===== src/verilog/mdes_pkg.sv =====
// package: register map, field layout, state codes and carriers of the dma event status block
package mdes_pkg;

    // ****************************************
    // register map
    // ****************************************
    localparam logic [7:0] MDES_STATUS_OFS = 8'h28;  // dma_event_status
    localparam logic [7:0] MDES_MASK_OFS   = 8'h2C;  // interrupt mask, same layout
    localparam logic [7:0] MDES_CTRL_OFS   = 8'h30;  // control: bit 0 software reset request

    // ****************************************
    // field positions inside dma_event_status
    // ****************************************
    localparam int MDES_TXDONE_B   = 0;   // tx_frame_done
    localparam int MDES_TXSTOP_B   = 1;   // tx_stopped
    localparam int MDES_TXDMISS_B  = 2;   // tx_descriptor_missing
    localparam int MDES_TXJAB_B    = 3;   // tx_jabber_expired
    localparam int MDES_TXUF_B     = 5;   // tx_fifo_underflow
    localparam int MDES_RXDONE_B   = 6;   // rx_frame_done
    localparam int MDES_RXDMISS_B  = 7;   // rx_descriptor_missing
    localparam int MDES_RXSTOP_B   = 8;   // rx_stopped
    localparam int MDES_RXWDOG_B   = 9;   // rx_watchdog_expired
    localparam int MDES_GPTIM_B    = 11;  // general_timer_expired
    localparam int MDES_FATAL_B    = 13;  // fatal_bus_error
    localparam int MDES_ABNSUM_B   = 15;  // abnormal_summary
    localparam int MDES_NORSUM_B   = 16;  // normal_summary
    localparam int MDES_RXST_LO    = 17;  // rx_process_state
    localparam int MDES_TXST_LO    = 20;  // tx_process_state
    localparam int MDES_BEK_LO     = 23;  // bus_error_kind

    // sticky event bits: 0,1,2,3,5,6,7,8,9,11,13
    localparam logic [31:0] MDES_EVENT_MASK  = 32'h0000_2BEF;
    localparam logic [31:0] MDES_NORMAL_MASK = 32'h0000_0045;  // bits 0,2,6
    localparam logic [31:0] MDES_ABNORM_MASK = 32'h0000_2BAA;  // bits 1,3,5,7,8,9,11,13
    localparam logic [31:0] MDES_ZERO32      = 32'h0000_0000;

    // ****************************************
    // codes
    // ****************************************
    typedef enum logic [2:0] {
        MDES_BE_PARITY = 3'h0,
        MDES_BE_MABORT = 3'h1,
        MDES_BE_TABORT = 3'h2
    } mdes_bus_err_t;

    typedef enum logic [2:0] {
        MDES_TX_STOP    = 3'h0,
        MDES_TX_RDDESC  = 3'h1,
        MDES_TX_SEND    = 3'h2,
        MDES_TX_FILL    = 3'h3,
        MDES_TX_SUSPEND = 3'h6,
        MDES_TX_WRDESC  = 3'h7
    } mdes_tx_state_t;

    typedef enum logic [2:0] {
        MDES_RX_STOP    = 3'h0,
        MDES_RX_RDDESC  = 3'h1,
        MDES_RX_CHECK   = 3'h2,
        MDES_RX_WAIT    = 3'h3,
        MDES_RX_SUSPEND = 3'h4,
        MDES_RX_WRDESC  = 3'h5,
        MDES_RX_FLUSH   = 3'h6,
        MDES_RX_DRAIN   = 3'h7
    } mdes_rx_state_t;

    // one-cycle event pulses from the dma engines
    typedef struct packed {
        logic tx_frame_done;
        logic tx_descriptor_missing;
        logic tx_jabber_expired;
        logic tx_fifo_underflow;
        logic rx_frame_done;
        logic rx_descriptor_missing;
        logic rx_watchdog_expired;
        logic general_timer_expired;
        logic bus_error;
    } mdes_events_t;

    // register bus request
    typedef struct packed {
        logic        wr;
        logic        rd;
        logic [7:0]  addr;
        logic [31:0] wdata;
    } mdes_bus_req_t;
endpackage


===== src/verilog/mdes_status.sv =====
// dma event status register with process state tracking and interrupt output
//
// Local design decision: the plain strobed port.
`timescale 1ns/1ps

// What this block does
// - three-bit bus error kind, valid with fatal flag
// - read-only transmit process state code, no interrupt
// - read-only receive process state code, no interrupt
// - normal summary from tx/rx completion, tx-missing
// - abnormal summary from the eight abnormal flags
// - bus error sets fatal flag, halts bus
// - general timer expiry sets its flag
// - watchdog expiry outside receive stop sets flag
// - receive entering stop sets its flag
// - missing rx descriptor flags and suspends
// - recognised frame resumes suspended receive
// - each finished frame sets receive completed
// - underflow sets flag and marks descriptor
// - underflow suspends transmit, not stop
// - flags stay set until one written or a software reset
module mdes_status
    import mdes_pkg::*;
(
    input  wire logic           i_clk,          // 200 MHz bus clock
    input  wire logic           i_rst_n,        // synchronous, active low
    input  wire mdes_bus_req_t  i_bus,          // register bus request
    output logic [31:0]         o_rdata,        // read data, cycle after read
    input  wire mdes_events_t   i_ev,           // event pulses
    input  wire logic [2:0]     i_bus_err_kind, // cause, with i_ev.bus_error
    input  wire mdes_tx_state_t i_tx_state,     // tx engine requested state
    input  wire mdes_rx_state_t i_rx_state,     // rx engine requested state
    input  wire logic           i_rx_frame_recognised, // frame passed address filter
    input  wire logic           i_rx_poll,      // receive poll demand written
    output mdes_tx_state_t      o_tx_state,     // reported tx state
    output mdes_rx_state_t      o_rx_state,     // reported rx state
    output logic                o_bus_enable,   // low: no system bus access
    output logic                o_tx_desc_underflow, // mark underflow in descriptor status
    output logic                o_irq           // level interrupt
);

    // ****************************************
    // state
    // ****************************************
    logic [31:0]    ev_q, ev_d;        // sticky event flags
    logic [31:0]    mask_q, mask_d;    // interrupt mask
    logic [2:0]     bek_q, bek_d;      // bus error kind
    logic           halt_q, halt_d;    // bus halted after fatal error
    logic           uf_q, uf_d;        // descriptor underflow mark
    mdes_tx_state_t txs_q, txs_d;      // tx process state
    mdes_rx_state_t rxs_q, rxs_d;      // rx process state
    logic [31:0]    rdata_q, rdata_d;  // registered read data
    logic [31:0]    status;            // assembled status word
    logic [31:0]    set_v;             // event set vector
    logic           soft_rst;          // software reset strobe
    logic           norm_sum;          // normal summary
    logic           abn_sum;           // abnormal summary

    assign soft_rst = i_bus.wr && (i_bus.addr == MDES_CTRL_OFS) && i_bus.wdata[0];

    // ****************************************
    // process state tracking
    // ****************************************
    // underflow and missing descriptors force suspend over the engine's request
    always_comb begin
        txs_d = i_tx_state;
        if (i_ev.tx_fifo_underflow || i_ev.tx_descriptor_missing) begin
            txs_d = MDES_TX_SUSPEND;
        end
        rxs_d = i_rx_state;
        if (i_ev.rx_descriptor_missing) begin
            rxs_d = MDES_RX_SUSPEND;
        end else if (rxs_q == MDES_RX_SUSPEND && (i_rx_poll || i_rx_frame_recognised)) begin
            rxs_d = MDES_RX_RDDESC;
        end else if (rxs_q == MDES_RX_SUSPEND && i_rx_state != MDES_RX_STOP) begin
            rxs_d = MDES_RX_SUSPEND;                 // hold until poll, frame or a stop request
        end
        if (soft_rst) begin
            txs_d = MDES_TX_STOP;
            rxs_d = MDES_RX_STOP;
        end
    end

    always_ff @(posedge i_clk) begin
        if (!i_rst_n) begin
            txs_q <= MDES_TX_STOP;
            rxs_q <= MDES_RX_STOP;
        end else begin
            txs_q <= txs_d;
            rxs_q <= rxs_d;
        end
    end

    // ****************************************
    // sticky flags, bus halt, descriptor mark
    // ****************************************
    // set wins over a same-cycle write-one clear
    always_comb begin
        set_v = MDES_ZERO32;
        set_v[MDES_TXDONE_B]  = i_ev.tx_frame_done;
        set_v[MDES_TXSTOP_B]  = (txs_d == MDES_TX_STOP) && (txs_q != MDES_TX_STOP);
        set_v[MDES_TXDMISS_B] = i_ev.tx_descriptor_missing;
        set_v[MDES_TXJAB_B]   = i_ev.tx_jabber_expired;
        set_v[MDES_TXUF_B]    = i_ev.tx_fifo_underflow;
        set_v[MDES_RXDONE_B]  = i_ev.rx_frame_done;
        set_v[MDES_RXDMISS_B] = i_ev.rx_descriptor_missing;
        set_v[MDES_RXSTOP_B]  = (rxs_d == MDES_RX_STOP) && (rxs_q != MDES_RX_STOP);
        // watchdog only counts while the receive process is not stopped
        set_v[MDES_RXWDOG_B]  = i_ev.rx_watchdog_expired && (rxs_q != MDES_RX_STOP);
        set_v[MDES_GPTIM_B]   = i_ev.general_timer_expired;
        set_v[MDES_FATAL_B]   = i_ev.bus_error && !halt_q;
        ev_d = ev_q;
        if (i_bus.wr && i_bus.addr == MDES_STATUS_OFS) begin
            ev_d = ev_q & ~(i_bus.wdata & MDES_EVENT_MASK);
        end
        ev_d = ev_d | set_v;
        mask_d = mask_q;
        if (i_bus.wr && i_bus.addr == MDES_MASK_OFS) begin
            mask_d = i_bus.wdata & MDES_EVENT_MASK;
        end
        // first error's cause is kept; later ones are blocked by the halt
        bek_d  = (set_v[MDES_FATAL_B]) ? i_bus_err_kind : bek_q;
        // only software reset reopens the bus
        halt_d = soft_rst ? 1'b0 : (halt_q | i_ev.bus_error);
        uf_d   = i_ev.tx_fifo_underflow;
        if (soft_rst) begin
            ev_d  = MDES_ZERO32;
            bek_d = MDES_BE_PARITY;
        end
    end

    always_ff @(posedge i_clk) begin
        if (!i_rst_n) begin
            ev_q   <= MDES_ZERO32;
            mask_q <= MDES_ZERO32;
            bek_q  <= MDES_BE_PARITY;
            halt_q <= 1'b0;
            uf_q   <= 1'b0;
        end else begin
            ev_q   <= ev_d;
            mask_q <= mask_d;
            bek_q  <= bek_d;
            halt_q <= halt_d;
            uf_q   <= uf_d;
        end
    end

    // ****************************************
    // summaries and status word
    // ****************************************
    assign norm_sum = |(ev_q & MDES_NORMAL_MASK);
    assign abn_sum  = |(ev_q & MDES_ABNORM_MASK);

    // state codes are reported but never reach the interrupt
    always_comb begin
        status = ev_q & MDES_EVENT_MASK;
        status[MDES_ABNSUM_B] = abn_sum;
        status[MDES_NORSUM_B] = norm_sum;
        status[MDES_RXST_LO +: 3] = rxs_q;
        status[MDES_TXST_LO +: 3] = txs_q;
        status[MDES_BEK_LO +: 3]  = bek_q;
    end

    // ****************************************
    // read port
    // ****************************************
    // unmapped addresses read zero
    always_comb begin
        rdata_d = MDES_ZERO32;
        if (i_bus.rd && i_bus.addr == MDES_STATUS_OFS) begin
            rdata_d = status;
        end else if (i_bus.rd && i_bus.addr == MDES_MASK_OFS) begin
            rdata_d = mask_q;
        end
    end

    always_ff @(posedge i_clk) begin
        if (!i_rst_n) begin
            rdata_q <= MDES_ZERO32;
        end else begin
            rdata_q <= rdata_d;
        end
    end

    assign o_rdata             = rdata_q;
    assign o_tx_state          = txs_q;
    assign o_rx_state          = rxs_q;
    assign o_bus_enable        = !halt_q;
    assign o_tx_desc_underflow = uf_q;
    assign o_irq               = |(ev_q & mask_q);

    // ****************************************
    // assertions
    // ****************************************
    property p_fatal_halts;
        @(posedge i_clk) disable iff (!i_rst_n)
        (i_ev.bus_error && !soft_rst) |=> (ev_q[MDES_FATAL_B] && !o_bus_enable);
    endproperty
    a_fatal_halts: assert property (p_fatal_halts) else $error("bus error did not halt");

    property p_bek_kept;
        @(posedge i_clk) disable iff (!i_rst_n)
        (i_ev.bus_error && !halt_q && !soft_rst) |=> (bek_q == $past(i_bus_err_kind));
    endproperty
    a_bek_kept: assert property (p_bek_kept) else $error("bus error kind not captured");

    property p_uf_suspend;
        @(posedge i_clk) disable iff (!i_rst_n)
        (i_ev.tx_fifo_underflow && !soft_rst) |=> (txs_q == MDES_TX_SUSPEND && ev_q[MDES_TXUF_B] && o_tx_desc_underflow);
    endproperty
    a_uf_suspend: assert property (p_uf_suspend) else $error("underflow not suspended");

    property p_rdu_suspend;
        @(posedge i_clk) disable iff (!i_rst_n)
        (i_ev.rx_descriptor_missing && !soft_rst) |=> (rxs_q == MDES_RX_SUSPEND && ev_q[MDES_RXDMISS_B]);
    endproperty
    a_rdu_suspend: assert property (p_rdu_suspend) else $error("rx missing not suspended");

    property p_set_wins;
        @(posedge i_clk) disable iff (!i_rst_n)
        (i_ev.rx_frame_done && !soft_rst) |=> ev_q[MDES_RXDONE_B];
    endproperty
    a_set_wins: assert property (p_set_wins) else $error("rx done lost");

    property p_sticky;
        @(posedge i_clk) disable iff (!i_rst_n)
        (ev_q[MDES_GPTIM_B] && !(i_bus.wr && i_bus.addr == MDES_STATUS_OFS && i_bus.wdata[MDES_GPTIM_B])
         && !soft_rst) |=> ev_q[MDES_GPTIM_B];
    endproperty
    a_sticky: assert property (p_sticky) else $error("flag dropped without clear");

    property p_norm_sum;
        @(posedge i_clk) disable iff (!i_rst_n)
        (i_bus.rd && i_bus.addr == MDES_STATUS_OFS) |=>
            (o_rdata[MDES_NORSUM_B] == $past(ev_q[MDES_TXDONE_B] | ev_q[MDES_TXDMISS_B] | ev_q[MDES_RXDONE_B]));
    endproperty
    a_norm_sum: assert property (p_norm_sum) else $error("normal summary wrong");

    property p_abn_sum;
        @(posedge i_clk) disable iff (!i_rst_n)
        (i_bus.rd && i_bus.addr == MDES_STATUS_OFS) |=>
            (o_rdata[MDES_ABNSUM_B] == $past(|(ev_q & MDES_ABNORM_MASK)));
    endproperty
    a_abn_sum: assert property (p_abn_sum) else $error("abnormal summary wrong");

    property p_rx_stop_flag;
        @(posedge i_clk) disable iff (!i_rst_n)
        (rxs_q != MDES_RX_STOP && rxs_d == MDES_RX_STOP && !soft_rst) |=> ev_q[MDES_RXSTOP_B];
    endproperty
    a_rx_stop_flag: assert property (p_rx_stop_flag) else $error("rx stop flag missing");

    // ****************************************
    // resume, timers, halt and descriptor mark
    // ****************************************
    // a recognised frame alone must restart a suspended receive
    property p_resume;
        @(posedge i_clk) disable iff (!i_rst_n)
        (rxs_q == MDES_RX_SUSPEND && i_rx_frame_recognised && !i_ev.rx_descriptor_missing && !soft_rst)
            |=> (rxs_q == MDES_RX_RDDESC);
    endproperty
    a_resume: assert property (p_resume) else $error("suspended receive not resumed");

    // general timer expiry is never gated
    property p_gptim_set;
        @(posedge i_clk) disable iff (!i_rst_n)
        (i_ev.general_timer_expired && !soft_rst) |=> ev_q[MDES_GPTIM_B];
    endproperty
    a_gptim_set: assert property (p_gptim_set) else $error("timer flag missing");

    // watchdog expiry only counts while the receiver is not stopped
    property p_wdog_set;
        @(posedge i_clk) disable iff (!i_rst_n)
        (i_ev.rx_watchdog_expired && rxs_q != MDES_RX_STOP && !soft_rst) |=> ev_q[MDES_RXWDOG_B];
    endproperty
    a_wdog_set: assert property (p_wdog_set) else $error("watchdog flag missing");

    // once halted, the bus stays shut until software reset
    property p_halt_held;
        @(posedge i_clk) disable iff (!i_rst_n)
        (!o_bus_enable && !soft_rst) |=> !o_bus_enable;
    endproperty
    a_halt_held: assert property (p_halt_held) else $error("bus reopened without reset");

    // entry to transmit stop raises an abnormal contributor
    property p_tx_stop_flag;
        @(posedge i_clk) disable iff (!i_rst_n)
        (txs_q != MDES_TX_STOP && txs_d == MDES_TX_STOP && !soft_rst) |=> ev_q[MDES_TXSTOP_B];
    endproperty
    a_tx_stop_flag: assert property (p_tx_stop_flag) else $error("tx stop flag missing");

    // descriptor mark is a one-cycle echo, never a stale level
    property p_uf_mark;
        @(posedge i_clk) disable iff (!i_rst_n)
        (!i_ev.tx_fifo_underflow) |=> !o_tx_desc_underflow;
    endproperty
    a_uf_mark: assert property (p_uf_mark) else $error("stray descriptor underflow mark");

    c_underflow: cover property (@(posedge i_clk) disable iff (!i_rst_n)
        i_ev.tx_fifo_underflow ##1 o_tx_desc_underflow);
    c_fatal: cover property (@(posedge i_clk) disable iff (!i_rst_n) i_ev.bus_error ##1 soft_rst);
    c_resume: cover property (@(posedge i_clk) disable iff (!i_rst_n)
        rxs_q == MDES_RX_SUSPEND ##1 i_rx_frame_recognised);
    c_irq: cover property (@(posedge i_clk) disable iff (!i_rst_n) o_irq ##1 !o_irq);

endmodule // mdes_status

===== config.mk =====
export PLATFORM = sky130hd
export DESIGN_NAME = mdes_status
export DESIGN_NICKNAME = d
export VERILOG_FILES = /design/src/verilog/mdes_pkg.sv /design/src/verilog/mdes_status.sv
export SDC_FILE = /design/constraint.sdc
export NUM_CORES = 1
export LEC_CHECK = 0
export BUFFER_PORTS_ARGS = -buffer_cell sky130_fd_sc_hd__buf_4
export CORE_MARGIN = 3
export CORE_UTILIZATION = 30
export DETAILED_ROUTE_END_ITERATION = 8
export HOLD_SLACK_MARGIN = 0.03
export PLACE_DENSITY = 0.67
export SYNTH_ARGS = -nofsm -noshare
export SYNTH_HDL_FRONTEND = slang
export SYNTH_SLANG_ARGS = --single-unit
export TNS_END_PERCENT = 10

===== constraint.sdc =====
create_clock -name i_clk -period 3.1 [get_ports i_clk]
set_input_delay 0.155 -clock i_clk [delete_from_list [all_inputs] [get_ports i_clk]]
set_output_delay 0.155 -clock i_clk [all_outputs]
set_load 0.03 [all_outputs]

==> reports/results.tsv <==
stage	metric	value	unit
synthesis	yosysTopAreaCellShare	0.516	
critical_path	ff2ff_path_depth	3	
synthesis	async_reset_ff_frac	0	
synthesis	yosysWarnings	0	
final_layout	antenna-diode-count	0	
clocking	post_cts_buffers	0	
global_route	grt_first_pass_wirelength	7790	um
sta	finalSetupViolCount	0	
clocking	clk_latency	310	ps
sta	hold_slack	36.2	ps
clocking	clock-sinks	55	
pwr	p_seq_frac	0.583	
global_route	antenna_found_initial	0	
sta	rsz0062_at_grt	false	
sta	max_slew_margin	0.452	
synthesis	synthFlopType	dfxtp_1	
critical_path	crit_type	reg -> out	
pwr	power.switching	0.320	mW
global_route	grt_usage	0.118	
critical_path	critPathLaunchType	flop	
sta	tightest_slew	822	ps
global_route	grt_overflow	0	
clocking	htreeDepth	2	
clocking	cts_buffers	5	
pwr	p_sw_frac	0.252	
clocking	tritoncts	built	
floorplanning	fp.dieW	90.3	um
placement	gp_congestion	0.791	
sta	hold_viol_final	0	
synthesis	syn_inst	203	
pwr	power_density	447	nW/um2
floorplanning	floorplan.initialDensity	0.312	
pwr	vdd_ir_drop_max	0.000274	V
sta	finalMaxSlewViolations	0	
drt	drc	0	
job	cap_violations	0	
pwr	power_frac_clock	0.301	
placement	io_buffers	73	
floorplanning	die-area	8160	um2
critical_path	critPathArrivalTime	1460	ps
outcome	status	finished clean	
pwr	combPwrFrac	0.116	
drt	first_pass_iters	4	
final_layout	drive_gt1_frac	0.319	
pwr	power_leakage	1.33	nW
synthesis	synth_edf_count	0	
global_route	grt_max_degree	23	
sta	period_share	0.520	
sta	tns	0	ps
synthesis	synth.avg_cell_area	10.5	um2
floorplanning	io_pins	105	
critical_path	crit_fanout	4	
clocking	root_buffer	clkbuf_8	
placement	dp_hpwl	3750	um
clocking	clkTransAtPathRegs	90	ps
synthesis	synth_common_cells	dfxtp_1 (55), nor2_1 (19), mux2i_1 (14)	
sta	max_freq	620	MHz
synthesis	synth-seq-cells	55	
drt	drt_iter0_drc	71	
synthesis	netlist_area	2130	um2
worst_hold_path	hp-class	in -> reg	
worst_hold_path	hold_path_depth	2	
critical_path	crit_required	2940	ps
floorplanning	fp-row-count	30	
synthesis	synth_most_common_cell	dfxtp_1	
drt	viasPerCell	4.30	
clocking	cts.path.max_buffers	2	
sta	fin_skew	5.18	ps
drt	final_antenna_net_count	0	
floorplanning	core_region_area	6830	um2
synthesis	synth_top_area_cell	dfxtp_1	
drt	wirelength	4880	um
synthesis	ys_top_cells_by_area	dfxtp_1 (52%), mux2i_1 (6.6%), a22o_1 (5.3%)	
drt	wl_per_cell	13.0	um
drt	via_count	1612	
final_layout	syn_to_final_growth	33.2	%
synthesis	yosysSeqAreaShare	0.516	
critical_path	endpoint_kind	output pin	
pwr	internal_power	0.951	mW
global_route	grt_pass1_vias	1610	
floorplanning	die_y	90.3	um
synthesis	yosysUniqueCellTypes	40	
final_layout	fin_nets	343	
sta	finalWorstPathRequiredPeriod	1610	ps
## through the flow
step | cells | power [mW] | setup WS [ps] | instance area [um2] | utilization
6_report | 375 | 1.27 | 1490 | 2840 | 0.416
4_1_cts | 374 | 1.28 | 1470 | 2830 | 0.414
5_1_grt | 375 | 1.33 | 1420 | 2840 | 0.416
2_1_floorplan | 212 | 0.840 | 1640 | 2170 | -
3_5_place_dp | 364 | 0.901 | 1320 | 2720 | 0.398
3_3_place_gp | 364 | 0.898 | 1340 | 2720 | 0.398
## per-layer routing
metal / global-route usage / wire, um / vias to the layer above
met2: 0.199 / 2310 / 51
met1: 0.142 / 2190 / 709
met4: 0.0344 / 63 / 0
met3: 0.0400 / 325 / 7
li1: - / - / 845
met5: 0 / 0 / -
## worst max-delay path: stages (launching register included)
cell and delay [ps]:
dfxtp_1 360, a22o_1 230, a221oi_1 250, nand3_1 120, buf_4 190
## power by group through the flow
stage	registers [mW]	clock network, mW	logic (mW)
CTS	0.741	0.396	0.148
floorplan	0.762	0	0.0777
detailed placement	0.757	0	0.144
global placement	0.756	0	0.142
global route	0.743	0.423	0.160
finish	0.741	0.382	0.148
## flip-flops by register name, summed over array words and instances (netlist names)
name and count:
o_tx_desc_underflow 1, o_rdata 22, mask_q 11, bek_q 3
o_rx_state 3, o_tx_state 3, ev_q 11, halt_q 1
## placed cells by master, fill, tap and decap left out, types with 2 or more instances in the layout
cell / count
nor4_1: 2
clkbuf_8: 5
nor3_1: 5
a311oi_1: 8
nand2b_1: 3
inv_1: 9
dlygate4sd3_1: 4
nor2_1: 19
a221oi_1: 2
a21oi_1: 4
nand2_1: 4
and2_1: 10
mux2i_1: 14
dfxtp_1: 55
buf_4: 75
conb_1: 10
nor2b_1: 12
a21bo_2: 3
a22o_1: 13
## final timing paths
check                                              start                        to  slack, ps
worst max-delay path                 ev_q[11]$_SDFF_PP0_                     o_irq       1490
worst min-delay path                            i_bus[3]        ev_q[3]$_SDFF_PP0_         40
worst max register to register  o_rx_state[2]$_SDFF_PN0_  o_rx_state[0]$_SDFF_PN0_       1690
worst min register to register     bek_q[0]$_SDFFE_PP0P_    o_rdata[23]$_SDFF_PN0_        470
## logic make-up (layout without fill, tap and decap cells)
family | count (synthesis) | in the layout | synth area share
AND/OR/NAND/NOR | 67 | 67 | 0.182
flip-flops | 55 | 55 | 0.516
AO/OA/AOI/OAI | 38 | 38 | 0.157
buffers and inverters | 28 | 95 | 0.0774
multiplexers | 14 | 14 | 0.0657
other | 1 | 10 | 0.00176
## final cells by class
class	count	area, um2
fill	687	3990
sequential	55	1100
multi-input combinational	129	901
timing repair buffer	79	603
tap	96	120
clock buffer	5	68.8
inverter	9	33.8
clock inverter	2	13.8
## repair_timing
action	4_1_cts	5_1_grt
endpoints found under the hold margin	3	1
hold buffers	3	1
gates resized for setup	0	0
No activity file was read; power rests on OpenSTA's default activity.
